File: config.mk
export PLATFORM = sky130hd
export DESIGN_NAME = mies_core
export DESIGN_NICKNAME = d
export VERILOG_FILES = /design/src/mies_pkg.sv /design/src/mies_stack.sv /design/src/mies_core.sv
export SDC_FILE = /design/constraint.sdc
export NUM_CORES = 1
export LEC_CHECK = 0
export BUFFER_PORTS_ARGS = -buffer_cell sky130_fd_sc_hd__buf_2
export CELL_PAD_IN_SITES_DETAIL_PLACEMENT = 0
export CELL_PAD_IN_SITES_GLOBAL_PLACEMENT = 1
export CORE_UTILIZATION = 49
export DETAILED_ROUTE_END_ITERATION = 16
export GPL_ROUTABILITY_DRIVEN = 0
export GPL_TIMING_DRIVEN = 1
export MAX_ROUTING_LAYER = met4
export PLACE_DENSITY = 0.8
export SLEW_MARGIN = 25
export SYNTH_ARGS = -nofsm -noshare
export SYNTH_HDL_FRONTEND = slang
export SYNTH_SLANG_ARGS = --single-unit
File: constraint.sdc
create_clock -name i_sys_clk -period 5.8 [get_ports i_sys_clk]
set_input_delay 0.29 -clock i_sys_clk [delete_from_list [all_inputs] [get_ports i_sys_clk]]
set_output_delay 0.29 -clock i_sys_clk [all_outputs]
set_load 0.005 [all_outputs]
File: src/mies_pkg.sv
/*
 * Shared types and constants for the instruction execution core:
 * opcodes, the instruction carrier, register offsets, status bit
 * positions and reset values.
 * Assumes a single clock domain and an 8-bit data path.
 */
package mies_pkg;

   localparam int unsigned PC_W       = 12;
   localparam int unsigned DATA_W     = 8;
   localparam int unsigned DMEM_DEPTH = 64;
   localparam int unsigned STACK_DEPTH = 8;
   localparam int unsigned WDT_PRE_W  = 8;
   localparam int unsigned WDT_CNT_W  = 8;

   // register port offsets; data memory sits below DMEM_DEPTH
   localparam logic [7:0] REG_ACC    = 8'hf0;
   localparam logic [7:0] REG_STATUS = 8'hf1;
   localparam logic [7:0] REG_PC_LO  = 8'hf2;
   localparam logic [7:0] REG_PC_HI  = 8'hf3;
   localparam logic [7:0] REG_CTRL   = 8'hf4;

   // operand address that aliases the low program counter byte
   localparam logic [7:0] ADDR_PC_LOW = 8'h7f;

   // status and control bit positions
   localparam int unsigned ST_CARRY = 0;
   localparam int unsigned ST_HALF  = 1;
   localparam int unsigned ST_ZERO  = 2;
   localparam int unsigned ST_TIMEOUT = 3;
   localparam int unsigned ST_SLEEP   = 4;
   localparam int unsigned ST_GIE   = 5;
   localparam int unsigned CTRL_WDT_EN = 0;

   localparam logic       RST_WDT_EN  = 1'b1;
   localparam logic [3:0] BCD_LIMIT   = 4'h9;
   localparam logic [3:0] BCD_FIX     = 4'h6;
   localparam logic [7:0] ONE_BYTE    = 8'h01;

   typedef enum logic [4:0] {
      OP_IDLE, OP_CALL, OP_BRANCH, OP_CLR_BYTE, OP_CLR_BIT,
      OP_WDT_CLEAR, OP_WDT_PRE_FIRST, OP_WDT_PRE_SECOND,
      OP_INVERT, OP_INVERT_TO_WORK, OP_DECIMAL_ADJUST,
      OP_MINUS_ONE, OP_MINUS_ONE_TO_WORK, OP_PLUS_ONE, OP_PLUS_ONE_TO_WORK,
      OP_COPY_MEM_TO_WORK, OP_COPY_IMM_TO_WORK, OP_COPY_WORK_TO_MEM,
      OP_OR_MEM_TO_WORK, OP_OR_IMM_TO_WORK, OP_OR_TO_MEMORY,
      OP_SUB_BACK, OP_SUB_BACK_IMM, OP_IRQ_EXIT, OP_SLEEP,
      OP_ROTATE_LEFT, OP_ROTATE_LEFT_TO_WORK
   } mies_op_t;

   typedef enum logic [1:0] {PRE_NONE, PRE_FIRST, PRE_SECOND} mies_pre_t;

   typedef struct packed {
      mies_op_t          op;
      logic [7:0]        addr;
      logic [2:0]        bit_sel;
      logic [7:0]        imm;
      logic [PC_W-1:0]   target;
   } mies_instr_t;

endpackage

File: src/mies_stack.sv
/*
 * Return address stack for the execution core.
 * Assumes push and pop never come in the same cycle; a push past
 * the last level wraps and overwrites the oldest entry.
 */
`timescale 1ns/1ps
`default_nettype none

module mies_stack #(
   parameter int unsigned WIDTH = 12,
   parameter int unsigned DEPTH = 8
) (
   // clock and reset
   input  wire logic             i_sys_clk,
   input  wire logic             i_arst_n,
   // stack control
   input  wire logic             i_push,
   input  wire logic             i_pop,
   input  wire logic [WIDTH-1:0] i_push_data,
   output logic      [WIDTH-1:0] o_top
);

   localparam int unsigned PTR_W = (DEPTH > 1) ? $clog2(DEPTH) : 1;

   typedef struct packed {
      logic [PTR_W-1:0] ptr;
   } mies_stack_state_t;

   mies_stack_state_t st;
   mies_stack_state_t next_st;
   logic [WIDTH-1:0]  slot [DEPTH];
   logic [PTR_W-1:0]  top_idx;

   always_comb begin
      next_st = st;
      top_idx = st.ptr - PTR_W'(1);
      if (i_push) begin
         next_st.ptr = (st.ptr == PTR_W'(DEPTH - 1)) ? '0 : st.ptr + PTR_W'(1);
      end else if (i_pop) begin
         next_st.ptr = (st.ptr == '0) ? PTR_W'(DEPTH - 1) : top_idx;
      end
   end

   always_ff @(posedge i_sys_clk or negedge i_arst_n) begin
      if (!i_arst_n) begin
         st <= '0;
      end else begin
         st <= next_st;
      end
   end

   // entries hold no reset: only read after a push
   always_ff @(posedge i_sys_clk) begin
      if (i_push) begin
         slot[st.ptr] <= i_push_data;
      end
   end

   assign o_top = slot[(st.ptr == '0) ? PTR_W'(DEPTH - 1) : top_idx];

endmodule // mies_stack

`default_nettype wire

File: src/mies_core.sv
/*
 * Execution core for one subset of an 8-bit instruction set: calls,
 * branches, clears, watchdog clears, complement, decimal adjust,
 * increment, decrement, moves, OR, returns, sleep and left rotates.
 * Assumes one decoded instruction per valid/ready handshake, a plain
 * register port for software and an external clock gate on o_clk_stop.
 */
// Decided for this implementation: the register addresses and the strobed register port.
`timescale 1ns/1ps
`default_nettype none

module mies_core
   import mies_pkg::*;
#(
   parameter int unsigned   DEPTH      = DMEM_DEPTH,
   parameter int unsigned   STACK_LVLS = STACK_DEPTH,
   parameter int unsigned   PRE_W      = WDT_PRE_W,
   parameter int unsigned   CNT_W      = WDT_CNT_W,
   parameter logic [PC_W-1:0] IRQ_VECTOR = 12'h004
) (
   // clock and reset
   input  wire logic              i_sys_clk,
   input  wire logic              i_arst_n,
   // instruction stream
   input  wire logic              i_instr_valid,
   input  wire mies_instr_t       i_instr,
   output logic                   o_instr_ready,
   // system events
   input  wire logic              i_irq_pending,
   input  wire logic              i_wake,
   output logic                   o_irq_ack,
   output logic                   o_wdt_reset,
   output logic                   o_clk_stop,
   // visible state
   output logic      [PC_W-1:0]   o_pc,
   output logic      [7:0]        o_working_register,
   output logic                   o_global_irq_enable,
   // register port
   input  wire logic [7:0]        i_reg_addr,
   input  wire logic [7:0]        i_reg_wdata,
   input  wire logic              i_reg_wr,
   input  wire logic              i_reg_rd,
   output logic      [7:0]        o_reg_rdata
);

   typedef struct packed {
      logic [PC_W-1:0]  pc;
      logic [7:0]       acc;
      logic             carry;
      logic             half_carry_flag;
      logic             zero;
      logic             watchdog_timeout_flag;
      logic             sleep_entered_flag;
      logic             global_irq_enable;
      logic             ready;
      logic             asleep;
      logic             wdt_en;
      logic             irq_ack;
      logic             wdt_reset;
      logic [PRE_W-1:0] prescaler;
      logic [CNT_W-1:0] watchdog_counter;
      mies_pre_t        last_pre;
      logic [7:0]       rdata;
   } mies_state_t;

   mies_state_t     st;
   mies_state_t     next_st;
   logic [7:0]      mem [DEPTH];
   logic            take;
   logic [7:0]      opnd;
   logic [7:0]      res;
   logic            wr_mem;
   logic            wr_acc;
   logic            upd_z;
   logic            mem_we;
   logic [7:0]      mem_wa;
   logic [7:0]      mem_wd;
   logic            push;
   logic            pop;
   logic [PC_W-1:0] stack_top;
   logic            wdt_clear;
   logic            timeout;
   logic            lo_fix;
   logic            hi_fix;
   logic [7:0]      status_byte;

   // operand read: memory, the pc low alias, or zero beyond memory
   function automatic logic [7:0] read_byte(input logic [7:0] a);
      if (a == ADDR_PC_LOW) begin
         return st.pc[7:0];
      end else if (a < 8'(DEPTH)) begin
         return mem[a[$clog2(DEPTH)-1:0]];
      end
      return 8'h00;
   endfunction

   mies_stack #(
      .WIDTH (PC_W),
      .DEPTH (STACK_LVLS)
   ) u_stack (
      .i_sys_clk   (i_sys_clk),
      .i_arst_n    (i_arst_n),
      .i_push      (push),
      .i_pop       (pop),
      .i_push_data (st.pc + PC_W'(1)),
      .o_top       (stack_top)
   );

   assign take    = i_instr_valid && st.ready;
   // a process, so pc and memory changes also refresh the operand
   always_comb opnd = read_byte(i_instr.addr);
   assign timeout = st.wdt_en && (&st.prescaler) && (&st.watchdog_counter);
   assign lo_fix  = (st.acc[3:0] > BCD_LIMIT) || st.half_carry_flag;
   assign hi_fix  = (st.acc[7:4] > BCD_LIMIT) || st.carry;
   assign status_byte = {2'b00, st.global_irq_enable, st.sleep_entered_flag,
                         st.watchdog_timeout_flag, st.zero, st.half_carry_flag, st.carry};

   always_comb begin
      next_st           = st;
      next_st.irq_ack   = 1'b0;
      next_st.wdt_reset = 1'b0;
      next_st.rdata     = 8'h00;
      res       = 8'h00;
      wr_mem    = 1'b0;
      wr_acc    = 1'b0;
      upd_z     = 1'b0;
      mem_we    = 1'b0;
      mem_wa    = i_instr.addr;
      mem_wd    = 8'h00;
      push      = 1'b0;
      pop       = 1'b0;
      wdt_clear = 1'b0;

      // second cycle of a two-cycle instruction ends here
      if (!st.ready && !st.asleep) begin
         next_st.ready = 1'b1;
      end

      if (i_reg_rd) begin
         if (i_reg_addr < 8'(DEPTH)) begin
            next_st.rdata = read_byte(i_reg_addr);
         end else if (i_reg_addr == REG_ACC) begin
            next_st.rdata = st.acc;
         end else if (i_reg_addr == REG_STATUS) begin
            next_st.rdata = status_byte;
         end else if (i_reg_addr == REG_PC_LO) begin
            next_st.rdata = st.pc[7:0];
         end else if (i_reg_addr == REG_PC_HI) begin
            next_st.rdata = 8'(st.pc >> 8);
         end else if (i_reg_addr == REG_CTRL) begin
            next_st.rdata = {7'h00, st.wdt_en};
         end
      end

      // software writes first; an instruction in the same cycle overrides
      if (i_reg_wr) begin
         if (i_reg_addr < 8'(DEPTH)) begin
            mem_we = 1'b1;
            mem_wa = i_reg_addr;
            mem_wd = i_reg_wdata;
         end else if (i_reg_addr == REG_ACC) begin
            next_st.acc = i_reg_wdata;
         end else if (i_reg_addr == REG_STATUS) begin
            next_st.carry             = i_reg_wdata[ST_CARRY];
            next_st.half_carry_flag   = i_reg_wdata[ST_HALF];
            next_st.zero              = i_reg_wdata[ST_ZERO];
            next_st.global_irq_enable = i_reg_wdata[ST_GIE];
         end else if (i_reg_addr == REG_CTRL) begin
            next_st.wdt_en = i_reg_wdata[CTRL_WDT_EN];
         end
      end

      next_st.prescaler = st.prescaler + PRE_W'(1);
      if (&st.prescaler) begin
         next_st.watchdog_counter = st.watchdog_counter + CNT_W'(1);
      end

      if (take) begin
         next_st.pc = st.pc + PC_W'(1);
         case (i_instr.op)
            OP_CALL: begin
               push          = 1'b1;
               next_st.pc    = i_instr.target;
               next_st.ready = 1'b0;
            end
            OP_BRANCH: begin
               next_st.pc    = i_instr.target;
               next_st.ready = 1'b0;
            end
            OP_CLR_BYTE: begin
               wr_mem = 1'b1;
            end
            OP_CLR_BIT: begin
               res    = opnd & ~(ONE_BYTE << i_instr.bit_sel);
               wr_mem = 1'b1;
            end
            OP_WDT_CLEAR: begin
               wdt_clear = 1'b1;
            end
            OP_WDT_PRE_FIRST: begin
               // only a preceding second half completes the pair
               if (st.last_pre == PRE_SECOND) begin
                  wdt_clear        = 1'b1;
                  next_st.last_pre = PRE_NONE;
               end else begin
                  next_st.last_pre = PRE_FIRST;
               end
            end
            OP_WDT_PRE_SECOND: begin
               if (st.last_pre == PRE_FIRST) begin
                  wdt_clear        = 1'b1;
                  next_st.last_pre = PRE_NONE;
               end else begin
                  next_st.last_pre = PRE_SECOND;
               end
            end
            OP_INVERT, OP_INVERT_TO_WORK: begin
               res    = ~opnd;
               upd_z  = 1'b1;
               wr_acc = (i_instr.op == OP_INVERT_TO_WORK);
               wr_mem = !wr_acc;
            end
            OP_DECIMAL_ADJUST: begin
               res = st.acc + {(hi_fix ? BCD_FIX : 4'h0),
                               (lo_fix ? BCD_FIX : 4'h0)};
               next_st.carry = st.carry | hi_fix;
               wr_mem        = 1'b1;
            end
            OP_MINUS_ONE, OP_MINUS_ONE_TO_WORK: begin
               res    = opnd - ONE_BYTE;
               upd_z  = 1'b1;
               wr_acc = (i_instr.op == OP_MINUS_ONE_TO_WORK);
               wr_mem = !wr_acc;
            end
            OP_PLUS_ONE, OP_PLUS_ONE_TO_WORK: begin
               res    = opnd + ONE_BYTE;
               upd_z  = 1'b1;
               wr_acc = (i_instr.op == OP_PLUS_ONE_TO_WORK);
               wr_mem = !wr_acc;
            end
            OP_COPY_MEM_TO_WORK: begin
               res    = opnd;
               wr_acc = 1'b1;
            end
            OP_COPY_IMM_TO_WORK: begin
               res    = i_instr.imm;
               wr_acc = 1'b1;
            end
            OP_COPY_WORK_TO_MEM: begin
               res    = st.acc;
               wr_mem = 1'b1;
            end
            OP_OR_MEM_TO_WORK, OP_OR_TO_MEMORY: begin
               res    = st.acc | opnd;
               upd_z  = 1'b1;
               wr_mem = (i_instr.op == OP_OR_TO_MEMORY);
               wr_acc = !wr_mem;
            end
            OP_OR_IMM_TO_WORK: begin
               res    = st.acc | i_instr.imm;
               upd_z  = 1'b1;
               wr_acc = 1'b1;
            end
            OP_SUB_BACK, OP_SUB_BACK_IMM: begin
               pop           = 1'b1;
               next_st.pc    = stack_top;
               next_st.ready = 1'b0;
               res           = i_instr.imm;
               wr_acc        = (i_instr.op == OP_SUB_BACK_IMM);
            end
            OP_IRQ_EXIT: begin
               next_st.ready = 1'b0;
               if (i_irq_pending) begin
                  // return address stays stacked for the handler's exit
                  next_st.pc                = IRQ_VECTOR;
                  next_st.global_irq_enable = 1'b0;
                  next_st.irq_ack           = 1'b1;
               end else begin
                  pop                       = 1'b1;
                  next_st.pc                = stack_top;
                  next_st.global_irq_enable = 1'b1;
               end
            end
            OP_SLEEP: begin
               wdt_clear                  = 1'b1;
               next_st.sleep_entered_flag = 1'b1;
               next_st.asleep             = 1'b1;
               next_st.ready              = 1'b0;
            end
            OP_ROTATE_LEFT, OP_ROTATE_LEFT_TO_WORK: begin
               res    = {opnd[6:0], opnd[7]};
               wr_acc = (i_instr.op == OP_ROTATE_LEFT_TO_WORK);
               wr_mem = !wr_acc;
            end
            default: begin
               next_st.pc = st.pc + PC_W'(1);
            end
         endcase

         if (wr_acc) begin
            next_st.acc = res;
         end
         if (upd_z) begin
            next_st.zero = (res == 8'h00);
         end
         if (wr_mem) begin
            if (i_instr.addr == ADDR_PC_LOW) begin
               next_st.pc    = {st.pc[PC_W-1:8], res};
               next_st.ready = 1'b0;
            end else begin
               mem_we = (i_instr.addr < 8'(DEPTH));
               mem_wa = i_instr.addr;
               mem_wd = res;
            end
         end
      end

      if (wdt_clear) begin
         next_st.prescaler             = '0;
         next_st.watchdog_counter      = '0;
         next_st.watchdog_timeout_flag = 1'b0;
         if (i_instr.op != OP_SLEEP) begin
            next_st.sleep_entered_flag = 1'b0;
         end
      end

      // timeout set wins over any clear in the same cycle
      if (timeout) begin
         next_st.watchdog_timeout_flag = 1'b1;
         next_st.wdt_reset             = 1'b1;
      end
      if (st.asleep && (i_wake || timeout)) begin
         next_st.asleep = 1'b0;
         next_st.ready  = 1'b1;
      end
   end

   always_ff @(posedge i_sys_clk or negedge i_arst_n) begin
      if (!i_arst_n) begin
         st        <= '0;
         st.ready  <= 1'b1;
         st.wdt_en <= RST_WDT_EN;
      end else begin
         st <= next_st;
      end
   end

   // memory keeps its contents through reset and sleep
   always_ff @(posedge i_sys_clk) begin
      if (mem_we) begin
         mem[mem_wa[$clog2(DEPTH)-1:0]] <= mem_wd;
      end
   end

   assign o_instr_ready       = st.ready;
   assign o_irq_ack           = st.irq_ack;
   assign o_wdt_reset         = st.wdt_reset;
   assign o_clk_stop          = st.asleep;
   assign o_pc                = st.pc;
   assign o_working_register  = st.acc;
   assign o_global_irq_enable = st.global_irq_enable;
   assign o_reg_rdata         = st.rdata;

   AST_CALL_TWO_CYCLES: assert property (@(posedge i_sys_clk) disable iff (!i_arst_n)
      take && i_instr.op == OP_CALL |=> o_pc == $past(i_instr.target) && !o_instr_ready ##1 o_instr_ready)
      else $error("call did not load target in two cycles");

   AST_BRANCH_TARGET: assert property (@(posedge i_sys_clk) disable iff (!i_arst_n)
      take && i_instr.op == OP_BRANCH |=> o_pc == $past(i_instr.target) && !o_instr_ready)
      else $error("branch target or dummy cycle wrong");

   AST_PRE_REPEAT_IDLE: assert property (@(posedge i_sys_clk) disable iff (!i_arst_n)
      take && i_instr.op == OP_WDT_PRE_FIRST && st.last_pre != PRE_SECOND && !timeout
      |=> $stable(st.sleep_entered_flag) && $stable(st.watchdog_timeout_flag))
      else $error("lone pre-clear changed flags");

   AST_PAIR_CLEARS: assert property (@(posedge i_sys_clk) disable iff (!i_arst_n)
      take && i_instr.op == OP_WDT_PRE_SECOND && st.last_pre == PRE_FIRST && !timeout
      |=> !st.sleep_entered_flag && !st.watchdog_timeout_flag && st.watchdog_counter == '0)
      else $error("pre-clear pair did not clear");

   AST_PLUS_ONE_WORK: assert property (@(posedge i_sys_clk) disable iff (!i_arst_n)
      take && i_instr.op == OP_PLUS_ONE_TO_WORK
      |=> o_working_register == $past(opnd) + ONE_BYTE && st.zero == (o_working_register == 8'h00))
      else $error("increment to work register wrong");

   AST_SLEEP_FLAGS: assert property (@(posedge i_sys_clk) disable iff (!i_arst_n)
      take && i_instr.op == OP_SLEEP && !timeout
      |=> o_clk_stop && st.sleep_entered_flag && !st.watchdog_timeout_flag && st.prescaler == '0)
      else $error("sleep entry flags wrong");

   AST_EXIT_ENABLES: assert property (@(posedge i_sys_clk) disable iff (!i_arst_n)
      take && i_instr.op == OP_IRQ_EXIT && !i_irq_pending |=> o_global_irq_enable && !o_irq_ack)
      else $error("interrupt exit did not enable");

   AST_EXIT_PENDING: assert property (@(posedge i_sys_clk) disable iff (!i_arst_n)
      take && i_instr.op == OP_IRQ_EXIT && i_irq_pending |=> o_pc == IRQ_VECTOR && o_irq_ack)
      else $error("pending interrupt not serviced");

   AST_PC_LOW_WRITE: assert property (@(posedge i_sys_clk) disable iff (!i_arst_n)
      take && i_instr.op == OP_COPY_WORK_TO_MEM && i_instr.addr == ADDR_PC_LOW
      |=> o_pc[7:0] == $past(st.acc) && !o_instr_ready ##1 o_instr_ready)
      else $error("pc low write not two cycles");

endmodule // mies_core

`default_nettype wire

# Word level (Yosys, flattened, before mapping)
# Memory sizes are Yosys's and may differ from the RTL's.
# Cells that the tools add are included.
[word_totals]
reg_bits = 60
mem_count = 2
mem_bits_ro = 0
ramBits = 608
latch_bits = 0
out_inout_bits = 33
[memory_table]
columns = ["memory", "depth", "width", "rd", "rd_clocked_by_memory_dff", "write_ports", "line_no", "rtl"]
rows = [
  ["mem", 64, 8, 2, 0, 1, "mies_core.sv:68", "logic [7:0] mem [DEPTH];"],
  ["u_stack.slot", 8, 12, 1, 0, 1, "mies_stack.sv:31", "logic [WIDTH-1:0] slot [DEPTH];"],
]
[classes]
div = 0
bitwise_logic = 9
eq_ne = 38
n_mux = 97
order_cmp = 4
multipliers = 0
shift = 1
n_addsub = 8
reduce_logical = 43
[op_table]
columns = ["operator", "n"]
rows = [
  ["two-way mux 8 bit", 19],
  ["case mux 8 bit (11 select lines)", 1],
  ["== test 5 bit, second input constant", 11],
  ["two-way mux 1 bit", 46],
  ["== test 5 x 4 -> 1 bit, second input constant", 8],
  ["== test 8 bit, second input constant", 5],
  ["two-way mux 12 bit", 3],
  ["case mux 12 bit (3 select lines)", 1],
  ["two-way mux 6 bit", 5],
  ["adder 8 x 1 -> 8 bit, second input constant", 3],
  ["two-way mux 3 bit", 8],
  ["two-way mux 11 bit", 2],
  ["== test 5 x 3 -> 1 bit, second input constant", 4],
  ["== test 8 x 7 -> 1 bit, second input constant", 2],
  ["< comparator 8 x 7 -> 1 bit, second input constant", 2],
  ["two-way mux 16 bit", 1],
  ["NOT 8 bit", 2],
  ["OR 8 bit", 2],
  ["AND reduction 8 bit", 2],
  ["OR reduction 2 bit", 8],
  ["adder 12 x 1 -> 12 bit, second input constant", 1],
  ["nonzero test 2 bit", 6],
  ["== test 5 x 2 -> 1 bit, second input constant", 2],
  ["two-way mux 9 bit", 1],
  ["34 further kinds", 55],
]

# Depth between registers and ports, before layout
# Gate-level depths: netlist (run 1).
[depth]
depth_word = 10
ltp_mapped = 22
ltp_nobuf = 15

# Modules after synthesis
# Synthesis (run 1) repeated with hierarchy kept, for this count alone.
[unflattened]
hier_cells = 2090
hier_area_um2 = 33419.6
[modules_own_cells]
columns = ["mod", "instances", "area_each_um2", "cells_each", "seq_area_each_um2"]
rows = [
  ["mies_core", 1, 29169.2, 1827, 16803.6],
  ["mies_stack", 1, 4250.3, 263, 2957.8],
]

# Worst setup path after synthesis (run 1)
# No wires, ideal clock.
[synth_timing]
path_kind = "input to register"
start = "input port i_instr[24] (netlist bit)"
end = "memory mem[0][6] (data pin)"
path_slack_ns = -1.243
arrival_time_ns = 6.341
required_ns = 5.098
cell_stages = 18
path_buffers = 5
path_cell_list = "buf_2 buf_4 buf_2 buf_1 mux4_2 mux4_2 nand2_1 nand4_1 o211ai_1 inv_1 ha_1 clkbuf_1 nand2_1 o41ai_1 a31oi_1 nor4b_1 nor3_1 o21ai_0"
[synth_between]
elab_chain_cells = 10
word_cells_on_any_way = 18
classes_between = "2 x add/sub; 1 x order compare; 1 x eq/ne; 10 x mux; 3 x bitwise; 1 x memory"
[synth_lines]
columns = ["item", "line_no", "rtl"]
rows = [
  ["from (decl)", "mies_core.sv:26", "input wire mies_instr_t i_instr,"],
  ["memory read (64 x 8 bit) / < comparator 8 x 7 -> 1 bit (equally long branches)", "--", ""],
  ["two-way mux 8 bit / two-way mux 1 bit (equally long branches)", "mies_core.sv:91", "end else if (a < 8'(DEPTH)) begin"],
  ["two-way mux 8 bit / two-way mux 1 bit (equally long branches)", "mies_core.sv:89", "if (a == ADDR_PC_LOW) begin"],
  ["two-way mux 8 bit", "mies_core.sv:94", "return 8'h00;"],
  ["adder 8 x 1 -> 8 bit, or another cell as far along", "mies_core.sv:236", "res = opnd + ONE_BYTE;"],
  ["case mux 8 bit (11 select lines)", "mies_core.sv:180", "case (i_instr.op)"],
  ["two-way mux 8 bit", "mies_core.sv:178", "if (take) begin"],
  ["two-way mux 8 bit (*)", "mies_core.sv:307", "if (i_instr.addr == ADDR_PC_LOW) begin"],
  ["two-way mux 8 bit (*)", "mies_core.sv:306", "if (wr_mem) begin"],
  ["two-way mux 8 bit (*)", "mies_core.sv:178", ""],
  ["named net mem_wd[6]", "mies_core.sv:77", "logic [7:0] mem_wd;"],
  ["to (decl)", "mies_core.sv:68", ""],
]
# The timed path passes the listed nets; every way through them passes the cells marked *. The select of a mux whose other input is x is not followed.

==> impl_metrics.toml, run 1 <==
[synth]
ys_seq_area_share_pct = 59.9
yosysTopAreaCell = "edfxtp_1"
synth_edf_count = 608
synthArstFlopShare_pct = 8.98
synth_seq_cells = 668
yosysWarnings = 0
synthTopCellsByArea = "edfxtp_1 (55%), mux4_2 (22%), dfrtp_1 (4.4%)"
syn-num-nets = 2037
ys.flop_type = "edfxtp_1"
ys_types = 78
syn_inst = 1960
syn_avg_cell_area_sq_um = 16.8
syn_area_sq_um = 33000
yosysTopAreaCellShare_pct = 55.3

[worst_setup_path]
required_ns = 6.14
critical_path.startpoint = "mem[55][3]$_DFFE_PP_"
endpoint = "mem[26][4]$_DFFE_PP_"
path_class = "reg2reg"
r2r_cells = 14
r2r_setup_slack_ns = 0.84
crit_arrival_ns = 5.30
r2r-start = "mem[55][3]$_DFFE_PP_"
endpoint_kind = "flop"
start_kind = "flop"
crit_fanout = 64
crit-reg2reg-capture = "mem[26][4]$_DFFE_PP_"

[status]
outcome = "finished clean"

[route]
dr_total_vias = 20700
drc = 0
final_antenna_net_count = 0
dr.pass1.iters = 7
drtIter0Drc = 3044
vias_per_cell = 6.81
wl_per_cell_microns = 31.7
finalWirelength_mm = 96.4

[sta]
finalSetupViolations = 0
fin_skew_ns = 0.0368
relSlewSlack_pct = 31.8
slew_viol_final = 0
worstMarginPinSlew_ns = 1.02
rsz0062_at_grt = "false"
max_freq_ghz = 0.202
setup_ws_ns = 0.841
finalHoldWorstSlack_ns = 0.0487
fin_crit_sh_pct = 85.5
post-route-min-period_ns = 4.96
final-hold-violation-count = 0

[clock_network]
cts_max_path_buffers = 3
worstSkewPairLatency_ns = 0.66
cts_root_buf = "clkbuf_16"
clkTransAtPathRegs_ns = 0.06
cts_sinks = 668
cts_max_level = 3
numCtsBuffers = 73
cts.repair.resized = 0
post_cts_buffers = 0
cts.hold.buffers_added = 11
cts_tree = "built"

[hold_path]
hold_class = "in2reg"

[floorplanning]
coreArea_sq_um = 66200
die_area_sq_um = 68400
io_pins = 92
die_h_microns = 262
die_w_microns = 262
row_count = 94
initial_core_util_pct = 49.8

[power_and_ir_drop]
p_total_w = 0.0129
p_per_area_nw_per_um2 = 343
max-vdd-ir-drop_mv = 0.246
p_leak_nw = 12.7

[cells_and_area]
drive_above_1_share_pct = 33.2
regArea_sq_um = 19800
fin_cells = 3038
nFillCells = 4899
multi_input_area_sq_um = 12500
fin_area_sq_um = 37600
syn_to_final_growth_pct = 14.0
nets = 2189

[placement]
preCtsSetupSlack_ns = 0.358
port_buffers = 91
post_dp_cell_area_sq_um = 35000
dpl.cell_count = 2890
dp_hpwl_mm = 63.3

[grt]
grt_pass1_wl_mm = 139
grt_use_total_pct = 29.4
grt_antenna_before_repair = 4
grt_pass1_vias = 20300
gr-total-overflow = 0
grt_start_max_net_pins = 81

[flow_run]
drv_cap = 0
-- critical path, cell delays in order (launching register included) --
cell      delay (ns)
edfxtp_1        0.40
mux4_2          0.51
mux4_2          0.48
and2_1          0.24
o41ai_2         0.38
a22oi_1         0.19
ha_1            0.43
a21o_1          0.24
a31oi_1         0.18
o22ai_1         0.12
a221o_1         0.31
a221o_1         0.27
a211oi_2        0.50
o21ai_4         0.13
buf_12          0.19
-- through the flow --
stage | util [%] | setup TNS [ns]
2_1_floorplan | - | -9.12
3_3_place_gp | 52.7 | 0
3_5_place_dp | 52.8 | 0
4_1_cts | 56.7 | 0
5_1_grt | 56.8 | 0
6_report | 56.8 | 0
-- where the power goes --
part,internal (W),switching (W)
clock,0.00274,0.00205
sequential,0.00553,0.000292
combinational,0.00103,0.00127
-- state kept, by name (all words and copies together) (netlist names) --
name	flops
o_clk_stop	1
o_irq_ack	1
o_pc	12
u_stack.st	3
o_instr_ready	1
o_working_register	8
st	24
mem	512
o_wdt_reset	1
u_stack.slot	96
o_reg_rdata	8
o_global_irq_enable	1
-- worst min-delay path by stage --
stage	slack, ns	from	endpoint	cells past startpoint
2_1_floorplan	-0.006	i_arst_n	o_clk_stop$_DFFE_PN0P_	0
3_3_place_gp	0.50	i_arst_n	o_pc[11]$_DFFE_PN0P_	2
3_5_place_dp	0.50	st[18]$_DFF_PN0_	st[18]$_DFF_PN0_	1
4_1_cts	0.02	i_reg_wdata[5]	o_global_irq_enable$_DFF_PN0_	3
5_1_grt	0.06	i_reg_wdata[5]	o_global_irq_enable$_DFF_PN0_	3
6_report	0.05	i_reg_wr	st[28]$_DFFE_PN1P_	3
-- metal layers --
metal	share of wire (%)	GRT usage, %	vias up	wire, microns
li1	-	-	8389	-
met1	38	39.9	10700	36800
met2	47	44.2	1392	45100
met3	11	6.11	195	11100
met4	3.6	10.5	0	3440
met5	0	-	-	0
-- kinds of logic after synthesis --
logic type / after synthesis / share of synthesized area, %
muxes: 408 / 24.8
DFF: 668 / 59.9
adders and majority gates: 19 / 0.736
and+or+nand+nor: 426 / 6.17
xor gates and xnor gates: 31 / 0.823
buffers and inverters: 173 / 2.62
AOI/OAI and AO/OA: 235 / 4.99
-- cell type report --
class,count,share of cell area [%]
antenna,4,0.0266
tap,864,2.87
multi-input combinational,1119,33.3
clock inverter,51,1.63
sequential,668,52.5
timing repair buffer,228,4.41
clock buffer,82,4.97
inverter,22,0.220
-- cells in the mapped netlist (7+ instances only) --
master	count
buf_4	35
o22ai_1	7
ha_1	17
nor3_1	23
a221oi_1	9
edfxtp_1	608
a22oi_1	9
inv_1	19
o21ai_0	54
nand3_1	39
nand4_1	7
clkbuf_1	65
xor2_1	14
mux2i_1	55
a22o_1	8
a31oi_1	13
buf_2	18
nor2b_1	24
a21o_1	12
nand2b_1	21
and2_1	11
xnor2_1	17
a222oi_1	10
mux2_2	28
and3_1	18
mux4_2	324
nor4_1	7
dfrtp_1	58
nand2_1	98
o211ai_1	8
nor3b_1	12
buf_1	26
a21oi_1	41
nor2_1	141
-- layout by cell type, fill, tap and decap left out, types with 8 or more instances in the layout --
cell type	count
edfxtp_1	608
mux4_2	324
nor2_1	139
buf_4	118
nand2_1	98
buf_2	87
clkbuf_16	73
dfrtp_1	58
mux2i_1	55
o21ai_0	47
a21oi_1	41
nand3_1	39
mux2_2	28
nor2b_1	23
nand2b_1	21
inv_1	19
nor3_1	19
and3_1	18
xnor2_1	17
ha_1	16
xor2_1	14
clkinv_1	14
clkinv_2	13
a31oi_1	12
nor3b_1	12
a21o_1	12
and2_1	11
dlygate4sd3_1	11
a222oi_1	10
a22oi_1	9
a221oi_1	9
o211ai_1	8
a22o_1	8
clkbuf_1	8
bufinv_16	8
clkinvlp_4	8
Power figures use the tool's default switching activity.
==> run 2, diff against run 1 <==
--- a/config.mk
+++ b/config.mk
@@ -8,13 +8,14 @@
 export BUFFER_PORTS_ARGS = -buffer_cell sky130_fd_sc_hd__buf_2
 export CELL_PAD_IN_SITES_DETAIL_PLACEMENT = 0
 export CELL_PAD_IN_SITES_GLOBAL_PLACEMENT = 1
-export CORE_UTILIZATION = 49
+export CORE_UTILIZATION = 40
 export DETAILED_ROUTE_END_ITERATION = 16
 export GPL_ROUTABILITY_DRIVEN = 0
 export GPL_TIMING_DRIVEN = 1
 export MAX_ROUTING_LAYER = met4
-export PLACE_DENSITY = 0.8
+export PLACE_DENSITY = 0.68
 export SLEW_MARGIN = 25
 export SYNTH_ARGS = -nofsm -noshare
 export SYNTH_HDL_FRONTEND = slang
 export SYNTH_SLANG_ARGS = --single-unit
+export TNS_END_PERCENT = 30
==> run 2 against run 1 <==
Compared with the run above: register-to-register slack gained 0.02 ns; critical path depth rose by 1; die area is 22% higher; clock skew down 0.0060 ns; total power down 2.1%; worst setup slack improved by 0.020 ns; fmax increased by 0.40%; final area grew 0.35%; combinational power about the same; via count fell by 1.5%; first-iteration DRC count shrank 30%.
==> impl_metrics.toml, run 2 (synthesis gave the netlist of run 1 again) <==
[grt]
grt_antenna_before_repair = 3
grt_pass1_vias = 20400
grt_pass1_wl_mm = 144
gr-total-overflow = 0
grt_use_total_pct = 24.7
grt_start_max_net_pins = 69

[floorplanning]
initial_core_util_pct = 40.7
row_count = 104
io_pins = 92
die_w_microns = 289
die_area_sq_um = 83600
die_h_microns = 289
coreArea_sq_um = 81100

[cells_and_area]
final_common_cell = "edfxtp_1"
nFillCells = 6865
largest_reg_flops = 512
post-route-util_pct = 46.6
nets = 2202
fin_cells = 3245
syn_to_final_growth_pct = 14.4
final_cell_mix = "edfxtp_1 (608), mux4_2 (324), nor2_1 (137)"
drive_above_1_share_pct = 33.0

[worst_setup_path]
endpoint_kind = "flop"
worst-path-buf-inv = 3
crit_fanout = 37
path_delay_family = "compound AO/OA/AOI/OAI gates"
path_class = "reg2reg"
crit_slowest_cell = "o21ai_4"
crit_arrival_ns = 5.39
cpPeakStageDelay_ns = 0.65
required_ns = 6.25
start_kind = "flop"
critical_path.cell_chain = "mux4_2 > mux4_2 > nand2_1 > nand4_1 > o211ai_1 > inv_1 > ha_1 > nand2_1 > o41ai_1 > a31oi_1 > nor4b_1 > nor3_1 > buf_4 > o21ai_4 > buf_12"

[sta]
fin_crit_sh_pct = 85.2
final-hold-violation-count = 0
post-route-min-period_ns = 4.94
relSlewSlack_pct = 27.5
worstMarginPinSlew_ns = 1.08
finalSetupViolations = 0
tns_ns = 0
fin_skew_ns = 0.0307
rsz0062_at_grt = "false"
max_freq_ghz = 0.202
slew_viol_final = 0

[route]
finalWirelength_mm = 99.3
drc = 0
vias_per_cell = 6.28
dr.pass1.iters = 6
wl_per_cell_microns = 30.6
drtIter0Drc = 2135
dr_total_vias = 20400
final_antenna_net_count = 0

[placement]
dp_hpwl_mm = 66.0
port_buffers = 91
dpl.cell_count = 3099

[clock_network]
cts_sinks = 668
cts_max_path_buffers = 3
cts_root_buf = "clkbuf_16"
clkTransAtPathRegs_ns = 0.07
cts_max_level = 3
cts.repair.resized = 0
worstSkewPairLatency_ns = 0.63
numCtsBuffers = 74
cts_tree = "built"

[power_and_ir_drop]
p_total_w = 0.0126
max-vdd-ir-drop_mv = 0.231
p_per_area_nw_per_um2 = 335
p_leak_nw = 12.7

[hold_path]
hold_class = "in2reg"

[flow_run]
drv_cap = 0

[status]
outcome = "finished clean"
[run 2: path summary, 6_finish.rpt]
path | to | startpoint | slack [ns] | depth (start not counted)
setup / recovery | mem[20][6]$_DFFE_PP_ | mem[5][2]$_DFFE_PP_ | 0.86 | 15
hold / removal | o_pc[10]$_DFFE_PN0P_ | i_instr[10] | 0.04 | 3
setup reg to reg | mem[20][6]$_DFFE_PP_ | mem[5][2]$_DFFE_PP_ | 0.86 | 15
hold reg to reg | st[18]$_DFF_PN0_ | st[18]$_DFF_PN0_ | 0.51 | 1
max in group asynchronous | st[22]$_DFF_PN0_ | i_arst_n | 4.89 | 3
min in group asynchronous | o_pc[8]$_DFFE_PN0P_ | i_arst_n | 0.36 | 3
[run 2: final cells by class]
| class | count | area [sq um] | area share (%) |
|---|---|---|---|
| Tap cell | 1060 | 1330 | 3.51 |
| Inverter | 22 | 82.6 | 0.219 |
| Clock inverter | 43 | 340 | 0.902 |
| Clock buffer | 92 | 1940 | 5.14 |
| Multi-Input combinational cell | 1119 | 12500 | 33.2 |
| Antenna cell | 1 | 2.50 | 0.00663 |
| Timing Repair Buffer | 240 | 1750 | 4.64 |
| Sequential cell | 668 | 19800 | 52.4 |
[run 2: repair_timing]
action                                  in CTS  in global routing
buffers inserted                             0                  0
endpoints found under the setup margin       0                  0
hold buffers                                10                  0
hold endpoints to repair                    73                  0
[run 2: metrics by stage]
step / setup slack [ns] / instance area (sq um) / hold WS, ns
6_report: 0.861 / 37700 / 0.0355
5_1_grt: 0.488 / 37700 / 0.0363
4_1_cts: 0.873 / 37700 / 0.0131
3_5_place_dp: 0.281 / 35300 / 0.503
3_3_place_gp: 0.277 / 35300 / 0.495
2_1_floorplan: -0.990 / 33000 / -0.00559
[run 2: metal layers]
layer / routed length (microns) / global-route usage (%) / vias to the layer above
met5: 0 / - / -
met4: 3360 / 7.88 / 0
met3: 8770 / 5.17 / 189
met2: 47100 / 38.0 / 1064
met1: 40100 / 33.0 / 10700
li1: - / - / 8407
[run 2: tightest hold or removal path, cell delays in order]
cell	delay, ns
buf_2	0.08
a222oi_1	0.08
a21oi_1	0.16
[run 2: power breakdown]
part           leakage, nW  internal [W]  switching, W
combinational         5.25       0.00104       0.00129
clock                 1.11       0.00253       0.00197
sequential            6.35       0.00553      0.000287
